==> src/rtl/bpi_params.svh <==
`ifndef BPI_PARAMS_SVH
`define BPI_PARAMS_SVH

// ----------------------------------------------------------------
// widths
// ----------------------------------------------------------------
`define BPI_ARID_W   4
`define BPI_AWID_W   6
`define BPI_ADDR_W   32
`define BPI_CNT_W    9

// ----------------------------------------------------------------
// limits, ids, encodings and reset values
// ----------------------------------------------------------------
`define BPI_MAX_OUT  9'h100
`define BPI_CNT_RST  9'h000
`define BPI_BAR_ID   4'hf
`define BPI_BAR_NORM 2'h0
`define BPI_BAR_MEM  2'h1
`define BPI_BAR_IGN  2'h2
`define BPI_BAR_SYNC 2'h3
`define BPI_RESP_OK  2'h0

`endif

==> src/rtl/bpi_pkg.sv <==
`include "bpi_params.svh"

package bpi_pkg;

  // ----------------------------------------------------------------
  // state of the up/down counter
  // ----------------------------------------------------------------
  typedef struct packed {
    logic [`BPI_CNT_W-1:0] cnt;
  } bpi_cnt_st_t;

  // ----------------------------------------------------------------
  // state of the barrier issue controller
  // ----------------------------------------------------------------
  typedef struct packed {
    logic                   ar_v;
    logic [`BPI_ARID_W-1:0] ar_id;
    logic [`BPI_ADDR_W-1:0] ar_addr;
    logic [1:0]             ar_bar;
    logic [1:0]             ar_dom;
    logic [2:0]             ar_prot;
    logic                   ar_ord;
    logic                   aw_v;
    logic [`BPI_AWID_W-1:0] aw_id;
    logic [`BPI_ADDR_W-1:0] aw_addr;
    logic [1:0]             aw_bar;
    logic [1:0]             aw_dom;
    logic [2:0]             aw_prot;
    logic                   aw_ord;
    logic                   bar_rdy;
    logic                   rd_rdy;
    logic                   wr_rdy;
    logic                   cache_ok;
    logic [`BPI_CNT_W-1:0]  out_cnt;
    logic                   bar_err;
    logic                   rready;
    logic                   bready;
  } bpi_st_t;

endpackage : bpi_pkg

==> src/rtl/bpi_updown.sv <==
`timescale 1ns/1ps
`default_nettype none
`include "bpi_params.svh"

module bpi_updown (
  input  wire logic                  mclk,
  input  wire logic                  rst_n,
  input  wire logic                  inc,
  input  wire logic                  dec,
  output logic      [`BPI_CNT_W-1:0] cnt,
  output logic      [`BPI_CNT_W-1:0] cnt_nxt
);

  bpi_pkg::bpi_cnt_st_t st_r;
  bpi_pkg::bpi_cnt_st_t st_nxt;

  // step by one, inc and dec together cancel
  always_comb begin
    st_nxt = st_r;
    if (inc && !dec) begin
      st_nxt.cnt = st_r.cnt + `BPI_CNT_W'(1);
    end else if (dec && !inc) begin
      st_nxt.cnt = st_r.cnt - `BPI_CNT_W'(1);
    end
  end

  // state register
  always_ff @(posedge mclk) begin
    if (!rst_n) begin
      st_r.cnt <= `BPI_CNT_RST;
    end else begin
      st_r <= st_nxt;
    end
  end

  assign cnt     = st_r.cnt;
  assign cnt_nxt = st_nxt.cnt;
endmodule : bpi_updown

`default_nettype wire

==> src/rtl/bpi_ctrl.sv <==
`timescale 1ns/1ps
`default_nettype none
`include "bpi_params.svh"

module bpi_ctrl (
  input  wire logic                   mclk,
  input  wire logic                   rst_n,
  input  wire logic                   bar_req_valid,
  input  wire logic                   bar_req_sync,
  input  wire logic [1:0]             bar_req_domain,
  input  wire logic [2:0]             bar_req_prot,
  output logic                        bar_req_ready,
  input  wire logic                   rd_req_valid,
  input  wire logic                   rd_req_ordered,
  input  wire logic [`BPI_ARID_W-1:0] rd_req_id,
  input  wire logic [`BPI_ADDR_W-1:0] rd_req_addr,
  input  wire logic [1:0]             rd_req_domain,
  input  wire logic [2:0]             rd_req_prot,
  output logic                        rd_req_ready,
  input  wire logic                   wr_req_valid,
  input  wire logic                   wr_req_ordered,
  input  wire logic                   wr_req_snoop,
  input  wire logic [`BPI_AWID_W-1:0] wr_req_id,
  input  wire logic [`BPI_ADDR_W-1:0] wr_req_addr,
  input  wire logic [1:0]             wr_req_domain,
  input  wire logic [2:0]             wr_req_prot,
  output logic                        wr_req_ready,
  output logic                        cache_ok,
  output logic      [`BPI_CNT_W-1:0]  bar_outstanding,
  output logic                        bar_err,
  output logic                        arvalid,
  input  wire logic                   arready,
  output logic      [`BPI_ARID_W-1:0] arid,
  output logic      [`BPI_ADDR_W-1:0] araddr,
  output logic      [1:0]             arbar,
  output logic      [1:0]             ardomain,
  output logic      [2:0]             arprot,
  output logic                        awvalid,
  input  wire logic                   awready,
  output logic      [`BPI_AWID_W-1:0] awid,
  output logic      [`BPI_ADDR_W-1:0] awaddr,
  output logic      [1:0]             awbar,
  output logic      [1:0]             awdomain,
  output logic      [2:0]             awprot,
  input  wire logic                   rvalid,
  input  wire logic [`BPI_ARID_W-1:0] rid,
  input  wire logic [1:0]             rresp,
  input  wire logic                   rlast,
  output logic                        rready,
  input  wire logic                   bvalid,
  input  wire logic [`BPI_AWID_W-1:0] bid,
  input  wire logic [1:0]             bresp,
  output logic                        bready
);

  // ----------------------------------------------------------------
  // declarations
  // ----------------------------------------------------------------
  localparam logic [`BPI_AWID_W-1:0] BarIdW =
    {{(`BPI_AWID_W-`BPI_ARID_W){1'b0}}, `BPI_BAR_ID};

  bpi_pkg::bpi_st_t      st_r;
  bpi_pkg::bpi_st_t      st_nxt;
  logic                  bar_acc;
  logic                  rd_acc;
  logic                  wr_acc;
  logic                  rbar;
  logic                  bbar;
  logic                  sh_rd_inc;
  logic                  sh_wr_inc;
  logic                  sh_rd_dec;
  logic                  sh_wr_dec;
  logic                  clear_nxt;
  logic                  snoop_go;
  logic                  bar_go;
  logic [`BPI_CNT_W-1:0] rd_left;
  logic [`BPI_CNT_W-1:0] rd_left_nxt;
  logic [`BPI_CNT_W-1:0] wr_left;
  logic [`BPI_CNT_W-1:0] wr_left_nxt;
  logic [`BPI_CNT_W-1:0] sh_rd;
  logic [`BPI_CNT_W-1:0] sh_rd_nxt;
  logic [`BPI_CNT_W-1:0] sh_wr;
  logic [`BPI_CNT_W-1:0] sh_wr_nxt;
  logic [`BPI_CNT_W-1:0] max_nxt;

  // ----------------------------------------------------------------
  // handshakes and response classification
  // ----------------------------------------------------------------
  assign bar_acc = bar_req_valid && st_r.bar_rdy;
  assign rd_acc  = rd_req_valid && st_r.rd_rdy;
  assign wr_acc  = wr_req_valid && st_r.wr_rdy;
  assign rbar = rvalid && st_r.rready && (rid == `BPI_BAR_ID) && (rd_left != `BPI_CNT_RST);
  assign bbar = bvalid && st_r.bready && (bid == BarIdW) && (wr_left != `BPI_CNT_RST);
  // normal traffic that borrows the barrier id
  assign sh_rd_inc = rd_acc && (rd_req_id == `BPI_BAR_ID);
  assign sh_wr_inc = wr_acc && (wr_req_id == BarIdW);
  assign sh_rd_dec = rvalid && st_r.rready && rlast && (rid == `BPI_BAR_ID)
                     && (rd_left == `BPI_CNT_RST);
  assign sh_wr_dec = bvalid && st_r.bready && (bid == BarIdW) && (wr_left == `BPI_CNT_RST);

  // ----------------------------------------------------------------
  // counters
  // ----------------------------------------------------------------
  // halves still owed an answer per channel
  bpi_updown u_rd_left (
    .mclk    (mclk),
    .rst_n   (rst_n),
    .inc     (bar_acc),
    .dec     (rbar),
    .cnt     (rd_left),
    .cnt_nxt (rd_left_nxt)
  );
  bpi_updown u_wr_left (
    .mclk    (mclk),
    .rst_n   (rst_n),
    .inc     (bar_acc),
    .dec     (bbar),
    .cnt     (wr_left),
    .cnt_nxt (wr_left_nxt)
  );
  bpi_updown u_sh_rd (
    .mclk    (mclk),
    .rst_n   (rst_n),
    .inc     (sh_rd_inc),
    .dec     (sh_rd_dec),
    .cnt     (sh_rd),
    .cnt_nxt (sh_rd_nxt)
  );
  bpi_updown u_sh_wr (
    .mclk    (mclk),
    .rst_n   (rst_n),
    .inc     (sh_wr_inc),
    .dec     (sh_wr_dec),
    .cnt     (sh_wr),
    .cnt_nxt (sh_wr_nxt)
  );

  // ----------------------------------------------------------------
  // next state
  // ----------------------------------------------------------------
  // slots, grants and status
  always_comb begin
    st_nxt = st_r;
    // a pair is live while either channel owes an answer
    max_nxt   = (rd_left_nxt > wr_left_nxt) ? rd_left_nxt : wr_left_nxt;
    clear_nxt = (max_nxt == `BPI_CNT_RST);
    if (st_r.ar_v && arready) begin
      st_nxt.ar_v = 1'b0;
    end
    if (st_r.aw_v && awready) begin
      st_nxt.aw_v = 1'b0;
    end
    // both halves loaded from one request
    if (bar_acc) begin
      st_nxt.ar_v    = 1'b1;
      st_nxt.ar_id   = `BPI_BAR_ID;
      st_nxt.ar_addr = '0;
      st_nxt.ar_bar  = bar_req_sync ? `BPI_BAR_SYNC : `BPI_BAR_MEM;
      st_nxt.ar_dom  = bar_req_domain;
      st_nxt.ar_prot = bar_req_prot;
      st_nxt.ar_ord  = 1'b0;
      st_nxt.aw_v    = 1'b1;
      st_nxt.aw_id   = BarIdW;
      st_nxt.aw_addr = '0;
      st_nxt.aw_bar  = bar_req_sync ? `BPI_BAR_SYNC : `BPI_BAR_MEM;
      st_nxt.aw_dom  = bar_req_domain;
      st_nxt.aw_prot = bar_req_prot;
      st_nxt.aw_ord  = 1'b0;
    end
    if (rd_acc) begin
      st_nxt.ar_v    = 1'b1;
      st_nxt.ar_id   = rd_req_id;
      st_nxt.ar_addr = rd_req_addr;
      st_nxt.ar_bar  = rd_req_ordered ? `BPI_BAR_NORM : `BPI_BAR_IGN;
      st_nxt.ar_dom  = rd_req_domain;
      st_nxt.ar_prot = rd_req_prot;
      st_nxt.ar_ord  = rd_req_ordered;
    end
    if (wr_acc) begin
      st_nxt.aw_v    = 1'b1;
      st_nxt.aw_id   = wr_req_id;
      st_nxt.aw_addr = wr_req_addr;
      st_nxt.aw_bar  = wr_req_ordered ? `BPI_BAR_NORM : `BPI_BAR_IGN;
      st_nxt.aw_dom  = wr_req_domain;
      st_nxt.aw_prot = wr_req_prot;
      st_nxt.aw_ord  = wr_req_ordered && !wr_req_snoop;
    end
    // snoop writes need only the write slot
    snoop_go = wr_req_valid && wr_req_snoop && !st_nxt.aw_v;
    // next pair only once both slots are empty
    // both halves ready together, no later reads needed
    // no later writes needed for the read half
    bar_go = bar_req_valid && !st_nxt.ar_v && !st_nxt.aw_v && !snoop_go
             && (max_nxt < `BPI_MAX_OUT)
             && (sh_rd_nxt == `BPI_CNT_RST) && (sh_wr_nxt == `BPI_CNT_RST);
    st_nxt.bar_rdy = bar_go;
    // ordered reads and reads reusing the barrier id wait, other unordered ones do not
    st_nxt.rd_rdy = rd_req_valid && !st_nxt.ar_v && !bar_go
                    && (!rd_req_ordered || clear_nxt)
                    && ((rd_req_id != `BPI_BAR_ID) || clear_nxt);
    // snoop write-backs bypass the barrier gate
    st_nxt.wr_rdy = snoop_go
                    || (wr_req_valid && !st_nxt.aw_v && !bar_go
                        && (!wr_req_ordered || clear_nxt)
                        && ((wr_req_id != BarIdW) || clear_nxt));
    // cache gate follows the outstanding state
    st_nxt.cache_ok = clear_nxt;
    st_nxt.out_cnt  = max_nxt;
    st_nxt.bar_err = (rbar && ((rresp != `BPI_RESP_OK) || !rlast))
                     || (bbar && (bresp != `BPI_RESP_OK));
    st_nxt.rready = 1'b1;
    st_nxt.bready = 1'b1;
  end

  // state register
  always_ff @(posedge mclk) begin
    if (!rst_n) begin
      st_r <= '0;
    end else begin
      st_r <= st_nxt;
    end
  end

  // ----------------------------------------------------------------
  // outputs
  // ----------------------------------------------------------------
  assign bar_req_ready   = st_r.bar_rdy;
  assign rd_req_ready    = st_r.rd_rdy;
  assign wr_req_ready    = st_r.wr_rdy;
  assign cache_ok        = st_r.cache_ok;
  assign bar_outstanding = st_r.out_cnt;
  assign bar_err         = st_r.bar_err;
  assign arvalid         = st_r.ar_v;
  assign arid            = st_r.ar_id;
  assign araddr          = st_r.ar_addr;
  assign arbar           = st_r.ar_bar;
  assign ardomain        = st_r.ar_dom;
  assign arprot          = st_r.ar_prot;
  assign awvalid         = st_r.aw_v;
  assign awid            = st_r.aw_id;
  assign awaddr          = st_r.aw_addr;
  assign awbar           = st_r.aw_bar;
  assign awdomain        = st_r.aw_dom;
  assign awprot          = st_r.aw_prot;
  assign rready          = st_r.rready;
  assign bready          = st_r.bready;
endmodule : bpi_ctrl

`default_nettype wire

==> config.mk <==
export PLATFORM = sky130hd
export DESIGN_NAME = bpi_ctrl
export DESIGN_NICKNAME = d
export VERILOG_FILES = /design/src/rtl/bpi_pkg.sv /design/src/rtl/bpi_updown.sv /design/src/rtl/bpi_ctrl.sv
export VERILOG_INCLUDE_DIRS = /design/src /design/src/rtl
export SDC_FILE = /design/constraint.sdc
export NUM_CORES = 1
export LEC_CHECK = 0
export BUFFER_PORTS_ARGS = -buffer_cell sky130_fd_sc_hd__buf_4
export CORE_MARGIN = 4
export CORE_UTILIZATION = 53
export CTS_BUF_LIST = sky130_fd_sc_hd__clkbuf_4
export CTS_CLUSTER_SIZE = 14
export DETAILED_ROUTE_END_ITERATION = 6
export PLACE_DENSITY = 0.9
export SLEW_MARGIN = 25
export SYNTH_ARGS = -nofsm -noshare
export SYNTH_HDL_FRONTEND = slang
export SYNTH_SLANG_ARGS = --single-unit
==> constraint.sdc <==
create_clock -name mclk -period 7.6 [get_ports mclk]
set_input_delay 2.28 -clock mclk [delete_from_list [all_inputs] [get_ports mclk]]
set_output_delay 2.28 -clock mclk [all_outputs]
set_load 0.01 [all_outputs]
* Word-level counts from Yosys, hierarchy flattened
Cells that the tools add are included.
** Storage, ports and cells
- Memories :: 0
- Bits in registers :: 142
- RAM bits :: 0
- Word-level logic and storage cells :: 135
- Input port bits :: 117
- ROM bits :: 0
- Latch bits :: 0
- Output and inout port bits :: 106
** Operators by class
- $mul :: 0
- Mux-type cells :: 18
- Equality and inequality tests :: 6
- Bitwise logic cells :: 0
- Reductions and logical operators :: 77
- Magnitude comparators :: 2
- Shifts and indexed selects :: 0
- Div/mod/pow operators :: 0
- Add/sub/neg operators :: 8
** Operators with widths (number)
- $mux 92 :: 1
- $mux 9 :: 9
- $mux 47 :: 1
- $logic_not 9->1 :: 5
- $mux 45 :: 1
- $logic_and 1x1->1 :: 44
- $add 9x1->9 const B :: 4
- $sub 9x1->9 const B :: 4
- $reduce_bool 9->1 :: 2
- $logic_not 1->1 :: 15
- $eq 6x4->1 const B :: 2
- $gt 9x9->1 :: 1
- $lt 9x9->1 const B :: 1
- $eq 4x4->1 const B :: 2
- $mux 2 :: 4
- $reduce_bool 2->1 :: 4
- $logic_or 1x1->1 :: 7
- $ne 6x4->1 const B :: 1
- $ne 4x4->1 const B :: 1
- $mux 1 :: 2

* Longest topological paths before layout
- Depth after elaboration :: 17
- Mapped depth :: 18
- Depth with buffers taken out :: 16

* Modules after synthesis
From an unflattened synthesis, not the netlist that was laid out.
** Unflattened totals
- Cells, all modules :: 744
- Area, all modules :: 6660.1 um^2
** By module, submodules not included
- bpi_ctrl :: times used 1, area each 4192.8 um^2, cells an instance 472, seq. area each 2102.0 um^2
- bpi_updown :: times used 4, area each 616.8 um^2, cells an instance 68, seq. area each 180.2 um^2

* Worst setup path after synthesis
OpenSTA, ideal clock, no wires.
- Path type :: input -> register
- Start point :: input bid[5]
- End point :: register st_r (netlist bit bar_req_ready)
- Stages :: 14
- Library setup time :: 0.059 ns
- Data required time :: 7.541 ns
- Arrival time :: 6.009 ns
- Slack :: 1.532 ns
- Path buffers :: 1
- Cell sequence :: nor4bb_1 > and2_1 > clkbuf_1 > nand2_1 > a32oi_1 > xor2_1 > ha_1 > a211oi_1 > o221ai_1 > a221oi_1 > mux2_1 > or3_1 > nor4b_2 > and2_1
** Between the ends
- Longest elaborated chain between the ends :: 12
- Elaborated cells on any way between the ends :: 21
- Those cells by class :: order compare (2); eq/ne (1); mux (5); reduce/logical (13)
** RTL lines
- start, declared :: RTL line bpi_ctrl.sv:51 : input wire logic [`BPI_AWID_W-1:0] bid,
- $eq 6x4->1 (*) :: RTL line bpi_ctrl.sv:93, bpi_ctrl.sv:99
- $logic_and 1x1->1 (*) :: RTL line bpi_ctrl.sv:93, bpi_ctrl.sv:99
- $logic_and 1x1->1 :: RTL line bpi_ctrl.sv:93 : assign bbar = bvalid && st_r.bready && (bid == BarIdW) && (wr_left != `BPI_CNT_RST);
- $logic_and 1x1->1 or $logic_not 1->1 (tied branches) :: RTL line bpi_updown.sv:22, bpi_updown.sv:20
- $mux 9 or $logic_and 1x1->1 (tied branches) :: RTL line bpi_updown.sv:22, bpi_updown.sv:20
- $mux 9 :: RTL line bpi_updown.sv:20 : if (inc && !dec) begin
- $gt 9x9->1 :: RTL line bpi_ctrl.sv:145 : max_nxt = (rd_left_nxt > wr_left_nxt) ? rd_left_nxt : wr_left_nxt;
- $mux 9 :: RTL line bpi_ctrl.sv:145
- $lt 9x9->1 (no source line)
- $logic_and 1x1->1 (2 in a row) :: RTL line bpi_ctrl.sv:193 : bar_go = bar_req_valid && !st_nxt.ar_v && !st_nxt.aw_v && !snoop_go
- $logic_and 1x1->1 (*) :: RTL line bpi_ctrl.sv:193
- end signal, assigned :: RTL line bpi_ctrl.sv:220 : st_r <= st_nxt;
- end, declared :: RTL line bpi_ctrl.sv:62 : bpi_pkg::bpi_st_t st_r;
Mark *: on every way between the ends. The rest lies on a longest branch, timed or not.
A chain may end at the register's enable or synchronous reset.

* Final worst setup path
Ends and elaborated chain as after synthesis.

==> metrics.txt <==
outcome=finished clean; H-tree Lvls=4; Synth Instances=792; DRT Pass-1 Iters=5; Clock Skew=0.0205 ns; global-route wire length before repair=34000 microns; Final Hold Fails=0; area grow syn2layout=29.4%; largest stage delay on the critical path=0.52 ns; Pleak=3.84 nW; drt first-iter violations=469; clock root cell=clkbuf_4; Detail Placement HPWL=16200 microns; delay-heaviest family, CP=simple AND/OR/NAND/NOR gates; Async SR Flop Fraction=0%; Max Cap Viol=0; Tcrit/Tclk final=77.7%; Worst Path Required=8.15 ns; die width=121 microns; Final Critical Period=5.91 ns; initial antenna violation count=1; Bufs on Longest Clock Path=2; count leader, synth=dfxtp_1; Initial Utilization=53.8%; syn_nets=927; worst relative slew slack=34.3%; drt wl/cell=18.8 microns; pre-CTS setup slack=1.13 ns; hold_buf cts=0; CP arrival=6.46 ns; worst-margin pin slew=0.986 ns; main flop type after synthesis=dfxtp_1; die area=0.0146 sq mm; GRT Overall Usage=29.7%; fmax=169 MHz; fillers=965; slowest CP cell=o21ai_0; RD Place Congestion=0.933; crit-path most repeated cell=buf_4; number of global-route vias before repair=6681; Post-synth top cells=dfxtp_1 (141), nor2_1 (131), a22oi_1 (68), clkbuf_1 (47), a21oi_1 (45); DR vias/cell=5.91; Bufs and invs on worst path=2; crit start category=primary input; Synth top area share=41.7%; core area=0.0126 sq mm; Max FO, Critical Path=7; final WL=22000 microns; final core utilization=69.6%; cell taking the most area after synthesis=dfxtp_1; # port buffers=222; Post-DRT Antenna Nets=0; layout net count=1120; # DRC=0; top post-synthesis cells by area=dfxtp_1 (42%), a22oi_1 (7.5%), nor2_1 (7.3%), a21oi_1 (3.3%), ha_1 (3.3%); CTS Buf Count=17; fin worst setup slack=1.69 ns; synth warn=0; post-synthesis sequential area ratio=41.7%; Post-synth EDFFs=0; Ports=223; kind of critical path=in2reg; Max VDD drop=159 uV; Worst-path clk slew=0.13 ns; GRT Residual Overflow=0; quantity of gates resized following cts=0; CTS tree=built; mean post-synth cell area=8.54 sq um; RSZ-0062 raised after global routing=no; element type at the critical path end=flop; setup bufs post-CTS=0; PD cells=188 mW/mm^2; worst-skew pair later-pin latency=0.59 ns; Yosys cell types=63; final setup fails=0; largest net degree at the start of global routing=70; share of post-route cells with drive strength above 1=27.6%; standard-cell row count=41; Seq cells post-synth=141; Die Y=121 microns; class of the worst hold path=reg2reg; setup TNS=0 ns; CTS Sinks=141; crit-path cells=buf_4 > nor4bb_1 > nand2_1 > o21ai_0 > o22ai_1 > xnor2_1 > ha_1 > a21oi_1 > o221ai_1 > a221oi_1 > buf_4 > mux2_1 > or3_1 > nor4b_2 > and2_1; DR vias=6913; Max Slew Vio Count=0; Mapped Area=0.00676 sq mm
## registers in the layout, summed over array words and instances, names as in the netlist, 3 cells and up
signal	cells
u_rd_left.cnt	9
u_sh_wr.cnt	9
u_sh_rd.cnt	9
araddr	32
u_wr_left.cnt	9
arprot	3
arid	4
bar_outstanding	9
awaddr	32
awprot	3
awid	6
## metrics by stage
stage | cell area (sq um) | power (W) | instances | hold slack, ns
floorplan | 6760 | 0.00100 | 792 | 0.500
global placement | 8480 | 0.00115 | 1138 | 0.475
detailed placement | 8480 | 0.00116 | 1138 | 0.485
CTS | 8750 | 0.00164 | 1169 | 0.518
global route | 8750 | 0.00170 | 1170 | 0.548
finish | 8750 | 0.00164 | 1170 | 0.516
## layer usage
metal	track usage, %	vias up	share of wire, %	routed length [microns]
met3	10.3	63	8.6	1890
met2	51.5	289	50	10900
met4	14.1	0	4.7	1040
met5	0	-	0	0
met1	32.3	3286	37	8140
li1	-	3275	-	-
## power breakdown
| part | internal [W] | leakage [nW] | switching [W] | total, W |
|---|---|---|---|---|
| registers | 0.000779 | 1.14 | 0.0000322 | 0.000811 |
| logic | 0.000158 | 2.55 | 0.000182 | 0.000340 |
| clock network | 0.000199 | 0.145 | 0.000293 | 0.000492 |
## cell type report
cell class | count | area (sq um) | share of cell area (%)
Multi-Input combinational cell | 576 | 3640 | 41.6
Sequential cell | 141 | 2820 | 32.2
Timing Repair Buffer | 229 | 1720 | 19.6
Tap cell | 172 | 215 | 2.46
Clock inverter | 13 | 140 | 1.60
Clock buffer | 18 | 135 | 1.54
Inverter | 20 | 76.3 | 0.872
Antenna cell | 1 | 2.50 | 0.0286
## logic make-up (layout without fill, tap and decap cells)
family	Yosys count	count (layout)	synth area share, %
adders and majority gates	19	19	3.48
other	0	1	0
muxes	17	17	2.57
xor gates and xnor gates	28	28	3.83
and+or+nand+nor	328	328	25.5
buffers and inverters	75	280	4.49
AOI/OAI and AO/OA	184	184	18.4
DFF	141	141	41.7
## worst min-delay path: cells and delay by family (launching register included)
| kind | cells | cell delay, ns |
|---|---|---|
| DFF | 1 | 0.33 |
| and+or+nand+nor | 2 | 0.15 |
## layout by cell type (no fill, tap or decap), types with 3 or more instances in the layout
cell / instances
a2111oi_0: 5
a211oi_1: 11
a21oi_1: 45
a22oi_1: 68
a31oi_1: 5
a32oi_1: 3
and2_1: 29
and3_1: 16
and4_1: 12
buf_4: 229
clkbuf_4: 18
dfxtp_1: 141
ha_1: 18
inv_1: 19
inv_6: 4
mux2i_1: 14
nand2_1: 33
nand2b_1: 3
nand3_1: 21
nand3b_1: 3
nand4_1: 15
nand4b_1: 5
nor2_1: 129
nor3_1: 16
nor4_1: 14
nor4b_1: 4
o211ai_1: 3
o21ai_0: 18
o22ai_1: 11
or3_1: 5
or4_1: 7
xnor2_1: 16
xor2_1: 11
## final timing paths
check             slack (ns)  cells after the start           from             to
setup reg to reg        2.94                     14  bar_req_ready  bar_req_ready
setup / recovery        1.69                     15         bid[5]  bar_req_ready
hold / removal          0.52                      2       arbar[0]       arbar[0]
hold reg to reg         0.52                      2       arbar[0]       arbar[0]
Note: power is estimated with default switching activity, not from simulation.
